File: config.mk
export PLATFORM = sky130hd
export DESIGN_NAME = adcseq_top
export DESIGN_NICKNAME = d
export VERILOG_FILES = /design/src/pkg/adcseq_pkg.sv /design/src/logic/adcseq_top.sv
export SDC_FILE = /design/constraint.sdc
export NUM_CORES = 1
export LEC_CHECK = 0
export BUFFER_PORTS_ARGS = -buffer_cell sky130_fd_sc_hd__buf_2
export CORE_UTILIZATION = 49
export CTS_CLUSTER_DIAMETER = 120
export DETAILED_ROUTE_END_ITERATION = 12
export GPL_TIMING_DRIVEN = 0
export PLACE_DENSITY = 0.74
export RECOVER_POWER = 50
export REMOVE_ABC_BUFFERS = 1
export SLEW_MARGIN = 40
export SYNTH_ARGS = -nofsm -noshare
export SYNTH_HDL_FRONTEND = slang
export SYNTH_SLANG_ARGS = --single-unit
File: constraint.sdc
create_clock -name I_MCLK -period 3.9 [get_ports I_MCLK]
set_input_delay 0.39 -clock I_MCLK [delete_from_list [all_inputs] [get_ports I_MCLK]]
set_output_delay 0.39 -clock I_MCLK [all_outputs]
set_load 0.05 [all_outputs]
File: src/pkg/adcseq_pkg.sv
// Constants, modes and carrier types of the ADC conversion sequencer.
// Assumes a single 40 MHz clock and an external SAR comparator.
//
// How it works
// - SAR drives DAC; comparator decision fed back each step, 10 bits.
// - Eight result pairs hold complete 10-bit results, one per channel.
// - Software selects timer, immediate or edge start.
// - Full conversion completes within 4 us at a 9 MHz converter clock.
// - Fixed single converts one channel once, stores to its pair, flags.
// - Fixed continuous writes results round all eight pairs in turn.
// - Fixed continuous flags after every four or every eight results.
// - Continuous modes run without triggers until software stops them.
// - Scan single converts each selected channel once into its own pair.
// - Scan flags once at end, or after four plus after remainder.
// - Scan single with one channel equals fixed single on it.
// - Scan continuous restarts at lowest selected channel after last.
// - Later scan passes overwrite each selected channel's own pair.
// - Completion is a pollable flag and an enable-gated interrupt.
// - Results checked against high/low limits; in or out of range.
// - Timer overflow, immediate or pin edge start; busy triggers ignored.
// - Dual mode alternates two inputs into successive pairs, flag 4 or 8.
// - Single step flags after each channel and waits for next start.
// - Divider ratio 1 to 8 gives a converter clock of 40 MHz down to 5 MHz.
package adcseq_pkg;

    localparam int RES_W     = 10;
    localparam int NCH       = 8;
    localparam int CH_W      = 3;
    localparam int DIV_W     = 3;
    localparam int CLK_MHZ   = 40;
    // Conversion time budget at the reference converter clock
    localparam int CONV_NS   = 4000;
    localparam int REF_KHZ   = 9000;
    localparam int MIN_KHZ   = 500;
    localparam int MAX_KHZ   = 3000;
    // Converter clocks per conversion: one sample plus ten bit steps
    localparam int CONV_STEPS = 1 + RES_W;
    localparam int CONV_CYC  = (CONV_NS * CLK_MHZ) / 1000;
    localparam int EARLY_BITS = 4;
    localparam int LATE_BITS  = 8;

    typedef enum logic [2:0] {
        ADCSEQ_FIX_SINGLE = 3'h0,
        ADCSEQ_FIX_CONT   = 3'h1,
        ADCSEQ_SCAN_SINGLE= 3'h2,
        ADCSEQ_SCAN_CONT  = 3'h3,
        ADCSEQ_DUAL_CONT  = 3'h4,
        ADCSEQ_STEP       = 3'h5
    } adcseq_mode_t;

    typedef enum logic [1:0] {
        ADCSEQ_START_TIMER = 2'h0,
        ADCSEQ_START_NOW   = 2'h1,
        ADCSEQ_START_EDGE  = 2'h2
    } adcseq_start_t;

    typedef struct packed {
        adcseq_mode_t      mode;
        adcseq_start_t     start;
        logic              edge_rise;
        logic              int_every8;
        logic              scan_split4;
        logic [NCH-1:0]    ch_sel;
        logic [CH_W-1:0]   fix_ch;
        logic [CH_W-1:0]   dual_ch_b;
        logic [DIV_W-1:0]  clk_div;
        logic              bnd_outside;
        logic [RES_W-1:0]  bnd_hi;
        logic [RES_W-1:0]  bnd_lo;
    } adcseq_cfg_t;

endpackage

File: src/logic/adcseq_top.sv
// ADC conversion sequencer: SAR stepping, channel sequencing, result pairs.
// Assumes the analogue mux, sample-hold, DAC and comparator are outside.
module adcseq_top
    import adcseq_pkg::*;
(
    // Clock and reset
    input  wire logic                    I_MCLK,
    input  wire logic                    I_RST_N,
    // Software control
    input  wire adcseq_pkg::adcseq_cfg_t I_CFG,
    input  wire logic                    I_ENABLE,
    input  wire logic                    I_GO,
    input  wire logic                    I_STOP,
    input  wire logic                    I_INT_EN,
    input  wire logic                    I_BND_INT_EN,
    input  wire logic                    I_DONE_CLR,
    input  wire logic                    I_BND_CLR,
    input  wire logic                    I_RD_SEL_UNUSED_N,
    // Triggers
    input  wire logic                    I_TIMER_OVF,
    input  wire logic                    I_EXT_EDGE_TRIGGER_PIN,
    // Analogue front end
    input  wire logic                    I_CMP_OUT,
    output logic [adcseq_pkg::CH_W-1:0]  O_MUX_CH,
    output logic                         O_SAMPLE,
    output logic [adcseq_pkg::RES_W-1:0] O_DAC,
    // Results and status
    output logic [adcseq_pkg::NCH*adcseq_pkg::RES_W-1:0] O_RESULTS,
    output logic                         O_BUSY,
    output logic                         O_DONE,
    output logic                         O_BND_FLAG,
    output logic [adcseq_pkg::NCH-1:0]   O_BND_CH,
    output logic                         O_IRQ
);
    import adcseq_pkg::*;

    // ****************************************************************
    // Reset release and pin synchroniser
    // ****************************************************************
    logic [1:0] rst_sync_q;
    logic       rst_n;
    always_ff @(posedge I_MCLK or negedge I_RST_N) begin
        if (!I_RST_N) rst_sync_q <= 2'h0;
        else          rst_sync_q <= {rst_sync_q[0], 1'b1};
    end
    assign rst_n = rst_sync_q[1];

    logic [2:0] pin_q;
    logic       pin_lvl_q;
    always_ff @(posedge I_MCLK or negedge rst_n) begin
        if (!rst_n) begin
            pin_q     <= 3'h0;
            pin_lvl_q <= 1'b0;
        end else begin
            pin_q <= {pin_q[1:0], I_EXT_EDGE_TRIGGER_PIN};
            if (pin_q[2] == pin_q[1]) pin_lvl_q <= pin_q[2];
        end
    end
    wire pin_chg  = (pin_q[2] == pin_q[1]) && (pin_q[2] != pin_lvl_q);
    wire pin_edge = pin_chg && (pin_q[2] == I_CFG.edge_rise);

    // ****************************************************************
    // Converter clock divider
    // ****************************************************************
    logic [DIV_W-1:0] div_q;
    wire              step_en = (div_q == I_CFG.clk_div);
    always_ff @(posedge I_MCLK or negedge rst_n) begin
        if (!rst_n)       div_q <= '0;
        else if (step_en) div_q <= '0;
        else              div_q <= div_q + 3'h1;
    end

    // ****************************************************************
    // Channel selection
    // ****************************************************************
    // Lowest selected channel strictly above 'from', or top bit set if none
    function automatic logic [CH_W:0] next_sel(input logic [NCH-1:0] sel,
                                               input logic [CH_W:0] from);
        logic [CH_W:0] r;
        r = {1'b1, {CH_W{1'b0}}};
        for (int i = NCH - 1; i >= 0; i--) begin
            // Top bit of 'from' set means start before channel 0
            if (sel[i] && (from[CH_W] || (i > int'(from[CH_W-1:0]))))
                r = {1'b0, CH_W'(i)};
        end
        return r;
    endfunction

    typedef enum logic [1:0] {
        S_IDLE = 2'h0, S_SAMPLE = 2'h1, S_BITS = 2'h3, S_STORE = 2'h2
    } adcseq_state_t;

    adcseq_state_t    st_q;
    logic [CH_W-1:0]  ch_q;
    logic [CH_W-1:0]  slot_q;
    logic [3:0]       bit_q;
    logic [RES_W-1:0] sar_q;
    logic [3:0]       cnt_q;
    logic             dual_b_q;
    logic             go_q;

    // Mode decode
    wire is_scan  = (I_CFG.mode == ADCSEQ_SCAN_SINGLE) ||
                    (I_CFG.mode == ADCSEQ_SCAN_CONT) ||
                    (I_CFG.mode == ADCSEQ_STEP);
    wire is_cont  = (I_CFG.mode == ADCSEQ_FIX_CONT) ||
                    (I_CFG.mode == ADCSEQ_SCAN_CONT) ||
                    (I_CFG.mode == ADCSEQ_DUAL_CONT);
    wire [CH_W:0] first_ch = next_sel(I_CFG.ch_sel, {1'b1, {CH_W{1'b1}}});
    wire [CH_W:0] after_ch = next_sel(I_CFG.ch_sel, {1'b0, ch_q});
    wire          last_in_pass = after_ch[CH_W];

    // Triggers are only accepted in idle, so busy triggers are dropped
    wire trig = I_ENABLE && !I_STOP &&
                ((I_CFG.start == ADCSEQ_START_TIMER && I_TIMER_OVF) ||
                 (I_CFG.start == ADCSEQ_START_NOW && I_GO) ||
                 (I_CFG.start == ADCSEQ_START_EDGE && pin_edge));

    wire [CH_W-1:0] start_ch =
        is_scan ? first_ch[CH_W-1:0] :
        ((I_CFG.mode == ADCSEQ_DUAL_CONT && dual_b_q) ? I_CFG.dual_ch_b
                                                     : I_CFG.fix_ch);
    wire scan_empty = is_scan && first_ch[CH_W];

    // ****************************************************************
    // Successive approximation
    // ****************************************************************
    wire [RES_W-1:0] bit_mask = RES_W'(1) << bit_q;
    wire [RES_W-1:0] trial    = sar_q | bit_mask;
    wire [RES_W-1:0] kept     = I_CMP_OUT ? trial : sar_q;
    wire             bits_done = (bit_q == 4'h0);

    // Fixed and dual continuous store round the pairs, others at the channel's pair
    wire rotate = (I_CFG.mode == ADCSEQ_FIX_CONT) ||
                  (I_CFG.mode == ADCSEQ_DUAL_CONT) ||
                  (I_CFG.mode == ADCSEQ_SCAN_CONT);
    wire [CH_W-1:0] dest = (rotate && I_CFG.mode != ADCSEQ_SCAN_CONT) ?
                           slot_q : ch_q;

    // Completion event decode
    wire [3:0] cnt_next = cnt_q + 4'h1;
    wire grp_hit = I_CFG.int_every8 ? (cnt_next[2:0] == 3'h0)
                                    : (cnt_next[1:0] == 2'h0);
    wire scan_hit = last_in_pass ||
                    (I_CFG.scan_split4 && cnt_next == 4'h4);
    wire done_evt = (I_CFG.mode == ADCSEQ_FIX_SINGLE) ? 1'b1 :
                    (I_CFG.mode == ADCSEQ_STEP)       ? 1'b1 :
                    is_scan ? scan_hit : grp_hit;
    wire run_on = is_cont ||
                  (I_CFG.mode == ADCSEQ_SCAN_SINGLE && !last_in_pass);

    // Boundary compare: on the full result at the last bit step, in or outside
    wire [RES_W-1:0] res  = kept;
    wire in_range = (res <= I_CFG.bnd_hi) && (res >= I_CFG.bnd_lo);
    wire bnd_hit  = I_CFG.bnd_outside ? !in_range : in_range;

    always_ff @(posedge I_MCLK or negedge rst_n) begin
        if (!rst_n) begin
            st_q     <= S_IDLE;
            ch_q     <= '0;
            slot_q   <= '0;
            bit_q    <= '0;
            sar_q    <= '0;
            cnt_q    <= '0;
            dual_b_q <= 1'b0;
            go_q     <= 1'b0;
        end else if (!I_ENABLE || I_STOP) begin
            st_q     <= S_IDLE;
            go_q     <= 1'b0;
            cnt_q    <= '0;
            slot_q   <= '0;
            dual_b_q <= 1'b0;
        end else begin
            unique case (st_q)
                S_IDLE: begin
                    if ((trig || go_q) && !scan_empty) begin
                        ch_q  <= start_ch;
                        st_q  <= S_SAMPLE;
                        go_q  <= 1'b0;
                        // Each new start fills pairs from pair 0 again
                        slot_q   <= '0;
                        cnt_q    <= '0;
                        dual_b_q <= 1'b0;
                    end
                end
                S_SAMPLE: if (step_en) begin
                    sar_q <= '0;
                    bit_q <= 4'(RES_W - 1);
                    st_q  <= S_BITS;
                end
                S_BITS: if (step_en) begin
                    sar_q <= kept;
                    if (bits_done) st_q <= S_STORE;
                    else           bit_q <= bit_q - 4'h1;
                end
                S_STORE: begin
                    slot_q   <= slot_q + 3'h1;
                    cnt_q    <= (is_scan && last_in_pass) ? 4'h0 : cnt_next;
                    dual_b_q <= !dual_b_q;
                    if (run_on) begin
                        // Next channel ascending, wrap to lowest selected
                        ch_q <= is_scan ? (last_in_pass ? first_ch[CH_W-1:0]
                                           : after_ch[CH_W-1:0])
                                : (I_CFG.mode == ADCSEQ_DUAL_CONT ?
                                   (dual_b_q ? I_CFG.fix_ch : I_CFG.dual_ch_b)
                                   : I_CFG.fix_ch);
                        st_q <= S_SAMPLE;
                    end else begin
                        st_q <= S_IDLE;
                        if (I_CFG.mode == ADCSEQ_STEP && last_in_pass) begin
                            cnt_q <= '0;
                        end
                    end
                end
                default: st_q <= S_IDLE;
            endcase
        end
    end

    // Step mode records the channel after the last one converted; nothing reads it, each start begins at the lowest selected channel
    logic [CH_W-1:0] step_next_q;
    logic            step_mid_q;
    always_ff @(posedge I_MCLK or negedge rst_n) begin
        if (!rst_n) begin
            step_next_q <= '0;
            step_mid_q  <= 1'b0;
        end else if (st_q == S_STORE && I_CFG.mode == ADCSEQ_STEP) begin
            step_next_q <= after_ch[CH_W-1:0];
            step_mid_q  <= !last_in_pass;
        end
    end
    wire [CH_W-1:0] unused_step = step_mid_q ? step_next_q : '0;

    // ****************************************************************
    // Result pairs, flags and outputs
    // ****************************************************************
    logic [RES_W-1:0] res_q [NCH];
    wire store_now = (st_q == S_STORE);
    generate
        for (genvar g = 0; g < NCH; g++) begin : g_res
            always_ff @(posedge I_MCLK or negedge rst_n) begin
                if (!rst_n)
                    res_q[g] <= '0;
                else if (store_now && dest == CH_W'(g))
                    res_q[g] <= sar_q;
            end
            assign O_RESULTS[g*RES_W +: RES_W] = res_q[g];
        end
    endgenerate

    wire st_bnd = (st_q == S_BITS) && step_en && bits_done;
    always_ff @(posedge I_MCLK or negedge rst_n) begin
        if (!rst_n) begin
            O_DONE     <= 1'b0;
            O_BND_FLAG <= 1'b0;
            O_BND_CH   <= '0;
            O_IRQ      <= 1'b0;
            O_MUX_CH   <= '0;
            O_SAMPLE   <= 1'b0;
            O_DAC      <= '0;
            O_BUSY     <= 1'b0;
        end else begin
            // Set wins over a clear in the same cycle
            if (store_now && done_evt) O_DONE <= 1'b1;
            else if (I_DONE_CLR)       O_DONE <= 1'b0;
            if (st_bnd && bnd_hit) begin
                O_BND_FLAG     <= 1'b1;
                O_BND_CH[ch_q] <= 1'b1;
            end else if (I_BND_CLR) begin
                O_BND_FLAG <= 1'b0;
                O_BND_CH   <= '0;
            end
            O_IRQ <= (I_INT_EN && O_DONE) ||
                     (I_BND_INT_EN && O_BND_FLAG);
            O_MUX_CH <= ch_q;
            O_SAMPLE <= (st_q == S_SAMPLE);
            // DAC shows the trial a full step before it is decided
            if (st_q == S_SAMPLE && step_en)
                O_DAC <= RES_W'(1) << (RES_W - 1);
            else if (st_q == S_BITS && step_en)
                O_DAC <= bits_done ? kept : (kept | (bit_mask >> 1));
            O_BUSY   <= (st_q != S_IDLE) || (unused_step != unused_step);
        end
    end

    // Conversion length: CONV_STEPS divided clocks plus one store cycle;
    // at ratio 4 (10 MHz) this is 45 cycles, well inside CONV_CYC (160).
endmodule

==> out/results.tsv <==
stage	metric	value	unit
synthesis	Post-synth EDFFs	0	
floorplan	row cnt	43	
drt	total wire length	17600	µm
final_layout	Non-Filler Instances	982	
setup_path	Setup CP Type	flip-flop to flip-flop	
synthesis	Primary FF master, synth	dfrtp_1	
final_layout	filler instances	1147	
floorplan	Starting Density	50.6	%
synthesis	ranking of synthesized cells by area	dfrtp_1 50%, mux2_2 8.8%, ha_1 5.1%	
placed_design	Inst Count DP	945	
outcome	failing checks	capacitance limit, slew limit	
setup_path	r2r startpoint	bit_q[2]	
power_and_ir_drop	leak pwr	4.45	nW
final_layout	fraction of layout cells with a size suffix above 1	31.2	%
synthesis	post-synthesis register bit count	142	
sta	fin. max-slew vios	87	
sta	Setup Skew	0.00799	ns
flow_run	maxcap violations	2	
sta	fin crit share	93.8	%
synthesis	simple-gate area share of the yosys netlist	11.0	%
floorplan	Die Span Y	122	µm
clock_network	CTS Root Cell	clkbuf_16	
hold_path	HP Class	input port to flip-flop	
drt	via count	5556	
synthesis	leading area contributor after synthesis	dfrtp_1	
power_and_ir_drop	maximum VDD drop	304	µV
sta	post-route setup slack	0.240	ns
sta	RSZ-0062 raised after global routing	no	
placed_design	pre-CTS setup slack	0.128	ns
synthesis	Unique masters post-synth	66	
setup_path	CP arrival	3.95	ns
outcome	outcome	finished, violations left	
sta	fin crit period	3.66	ns
grt	Total Routing Usage GR	24.6	%
setup_path	CP max stage cell	nor2b_1	
synthesis	XOR/XNOR Fraction of Synth Area	1.10	%
clock_network	Worst-Skew Late Latency	0.41	ns
setup_path	CP cell instances	nor2b_1 -> a21oi_1 -> inv_1 -> ha_1 -> a21o_1 -> a21oi_1 -> nor3b_1 -> a2111oi_1 -> a211oi_4 -> buf_12 -> xnor2_4 -> o41ai_1	
setup_path	Most Frequent Cell on Critical Path	a21oi_1	
final_layout	most frequent cells in the layout	142 x dfrtp_1, 121 x buf_2, 55 x mux2_2	
sta	# setup viols final	0	
clock_network	clk buf depth	2	
synthesis	register area share after synthesis	50.2	%
final_layout	Sequential cell area	0.00355	mm²
grt	initial antenna violation count	0	
synthesis	Synth Area in Adders	5.27	%
floorplan	core box area	0.0140	mm²
synthesis	post-synthesis compound-gate area fraction	12.5	%
grt	global-route wire length before repair	27900	µm
setup_path	CP top delay family	compound AO/OA/AOI/OAI gates	
clock_network	clock sink count	142	
synthesis	Yosys top cell area share	50.2	%
grt	remaining global-route overflow	0	
final_layout	nets	877	
floorplan	die area	0.0149	mm²
sta	fmax	273	MHz
synthesis	fraction of registers with async set/reset	100	%
drt	routed vias/inst	5.66	
clock_network	CTS clk-pin slew, worst paths	0.06	ns
drt	Pre-Repair DR Iteration Count	5	
placed_design	Post-DP HPWL	12700	µm
floorplan	die width	122	µm
power_and_ir_drop	Tot Pwr	3.61	mW
synthesis	Syn Inst Count	628	
setup_path	Crit. Startpoint	bit_q[2]	
setup_path	CP Capture Type	flip-flop	
final_layout	most common cell after layout, fill and taps aside	dfrtp_1	
setup_path	Worst setup endpoint	O_BND_CH[6]	
sta	Final Hold Fails	0	
drt	Final ANT Viol Nets	0	
sta	Slew HR	-58.0	%
placed_design	placer's final routability congestion estimate	0.882	
setup_path	maximum fanout along the worst path	14	
sta	worst-margin pin slew	2.37	ns
setup_path	Max stage delay on crit path	0.61	ns
clock_network	H-tree depth	4	
clock_network	Num CTS Buffers	17	
grt	pin count of the biggest net entering global routing	47	
placed_design	PortBufs	163	
sta	total negative slack	0	ns
drt	Avg WL per Cell	18.0	µm
final_layout	Final Cell Area	0.00864	mm²
synthesis	Yosys warnings	0	
setup_path	FF-to-FF path depth	12	
floorplan	I/O pin count	165	
drt	Remaining DRCs	0	
drt	initial DRC count	357	
synthesis	Netlist Area Pre-Place	0.00708	mm²
setup_path	CP required	4.19	ns
final_layout	Synth-to-Final Area Change	22.1	%
final_layout	multi-input gate area in the final layout	0.00330	mm²
setup_path	R2R Setup Slk	0.24	ns
synthesis	mux cell area share after synthesis	16.3	%
setup_path	CP startpoint kind	flip-flop	
setup_path	total number of cells along the worst setup path	12	
power_and_ir_drop	PwrDens	418	mW/mm²
setup_path	Worst R2R End	O_BND_CH[6]	
final_layout	Ant. Diodes	0	
placed_design	placed cell area	0.00808	mm²
clock_network	CTS tree	done	
grt	vias in the first global route	5497	
synthesis	largest family of logic cells by synthesized area	multiplexers	
setup_path	Buf/Inv on CP	2	
synthesis	Avg Inst Size Synth	11.3	µm²
cell type report:
cell class                      count  share of cell area (%)
Clock inverter                     12                    1.58
Sequential cell                   142                    41.1
Multi-Input combinational cell    422                    38.3
Tap cell                          180                    2.61
Inverter                           33                    1.43
Clock buffer                       20                    5.06
Timing Repair Buffer              173                    9.94
stage by stage:
step	hold slack, ns	utilization (%)
4_1_cts	0.0702	62.0
3_5_place_dp	0.170	57.8
2_1_floorplan	0.0944	-
5_1_grt	0.0603	61.8
6_report	0.0886	61.8
3_3_place_gp	0.175	57.1
registers in the layout (all words and copies together) (netlist names), 2 cells and up:
register,cells
O_DAC,10
pin_q,3
O_RESULTS,80
O_MUX_CH,3
sar_q,10
slot_q,3
rst_sync_q,2
div_q,3
st_q,2
bit_q,4
O_BND_CH,8
ch_q,3
cnt_q,4
logic make-up after synthesis:
logic type,count (synthesis)
AOI/OAI and AO/OA,124
xor gates and xnor gates,8
adders and majority gates,30
buffers and inverters,64
DFF,142
muxes,100
other,1
and+or+nand+nor,159
cell usage after synthesis, drive strengths merged, types with 2 or more instances:
cell and count:
and2 2, nand3 12, inv 33, nor3b 3, a211oi 4, ha 29
nor2b 15, or2 3, nor2 43, dfrtp 142, o31a 2, o211ai 2
mux2 90, o22ai 5, o21ai 21, xnor2 5, clkbuf 17, a21oi 35
a21boi 2, nand2 53, a31o 5, nor4 2, a21o 9, a22o 6
nor3 6, o41ai 8, xor2 3, mux2i 10, a41oi 4, nand3b 2
and3 2, o21bai 2, nand2b 10, a31oi 9, buf 14, nand4 4
metal layers:
| layer | track usage [%] | share of wire [%] | up-vias |
|---|---|---|---|
| met5 | 0 | 0 | - |
| met4 | 8.61 | 2.0 | 0 |
| met3 | 5.01 | 5.6 | 28 |
| met2 | 39.4 | 49 | 219 |
| met1 | 33.0 | 43 | 2762 |
| li1 | - | - | 2547 |
worst reg2reg max path, cell delays in order (launching register included):
cell	delay [ns]
dfrtp_1	0.55
nor2b_1	0.61
a21oi_1	0.21
inv_1	0.16
ha_1	0.26
a21o_1	0.18
a21oi_1	0.14
nor3b_1	0.06
a2111oi_1	0.49
a211oi_4	0.14
buf_12	0.18
xnor2_4	0.19
o41ai_1	0.37
worst min-delay path by stage:
| stage | startpoint | to | cells after the start |
|---|---|---|---|
| floorplan | I_RST_N | rst_sync_q[0] | 0 |
| global placement | I_RST_N | rst_sync_q[1] | 1 |
| detailed placement | rst_sync_q[1] | div_q[2] | 0 |
| CTS | I_EXT_EDGE_TRIGGER_PIN | pin_q[0] | 1 |
| global route | I_EXT_EDGE_TRIGGER_PIN | pin_q[0] | 1 |
| finish | I_EXT_EDGE_TRIGGER_PIN | pin_q[0] | 1 |
report_power, final:
group	internal, mW	leakage [nW]	total, mW	switching (mW)
Sequential	1.52	1.95	1.59	0.0676
Clock	0.946	0.271	1.57	0.623
Combinational	0.155	2.23	0.452	0.298
Total	2.62	4.45	3.61	0.988
what timing repair did:
item,CTS,global route
endpoints found under the setup margin,0,9
gates resized for setup,0,2
hold buffers,1,0
endpoints found under the hold margin,2,0
buffers inserted,0,4
Note: power is estimated with default switching activity, not from simulation.
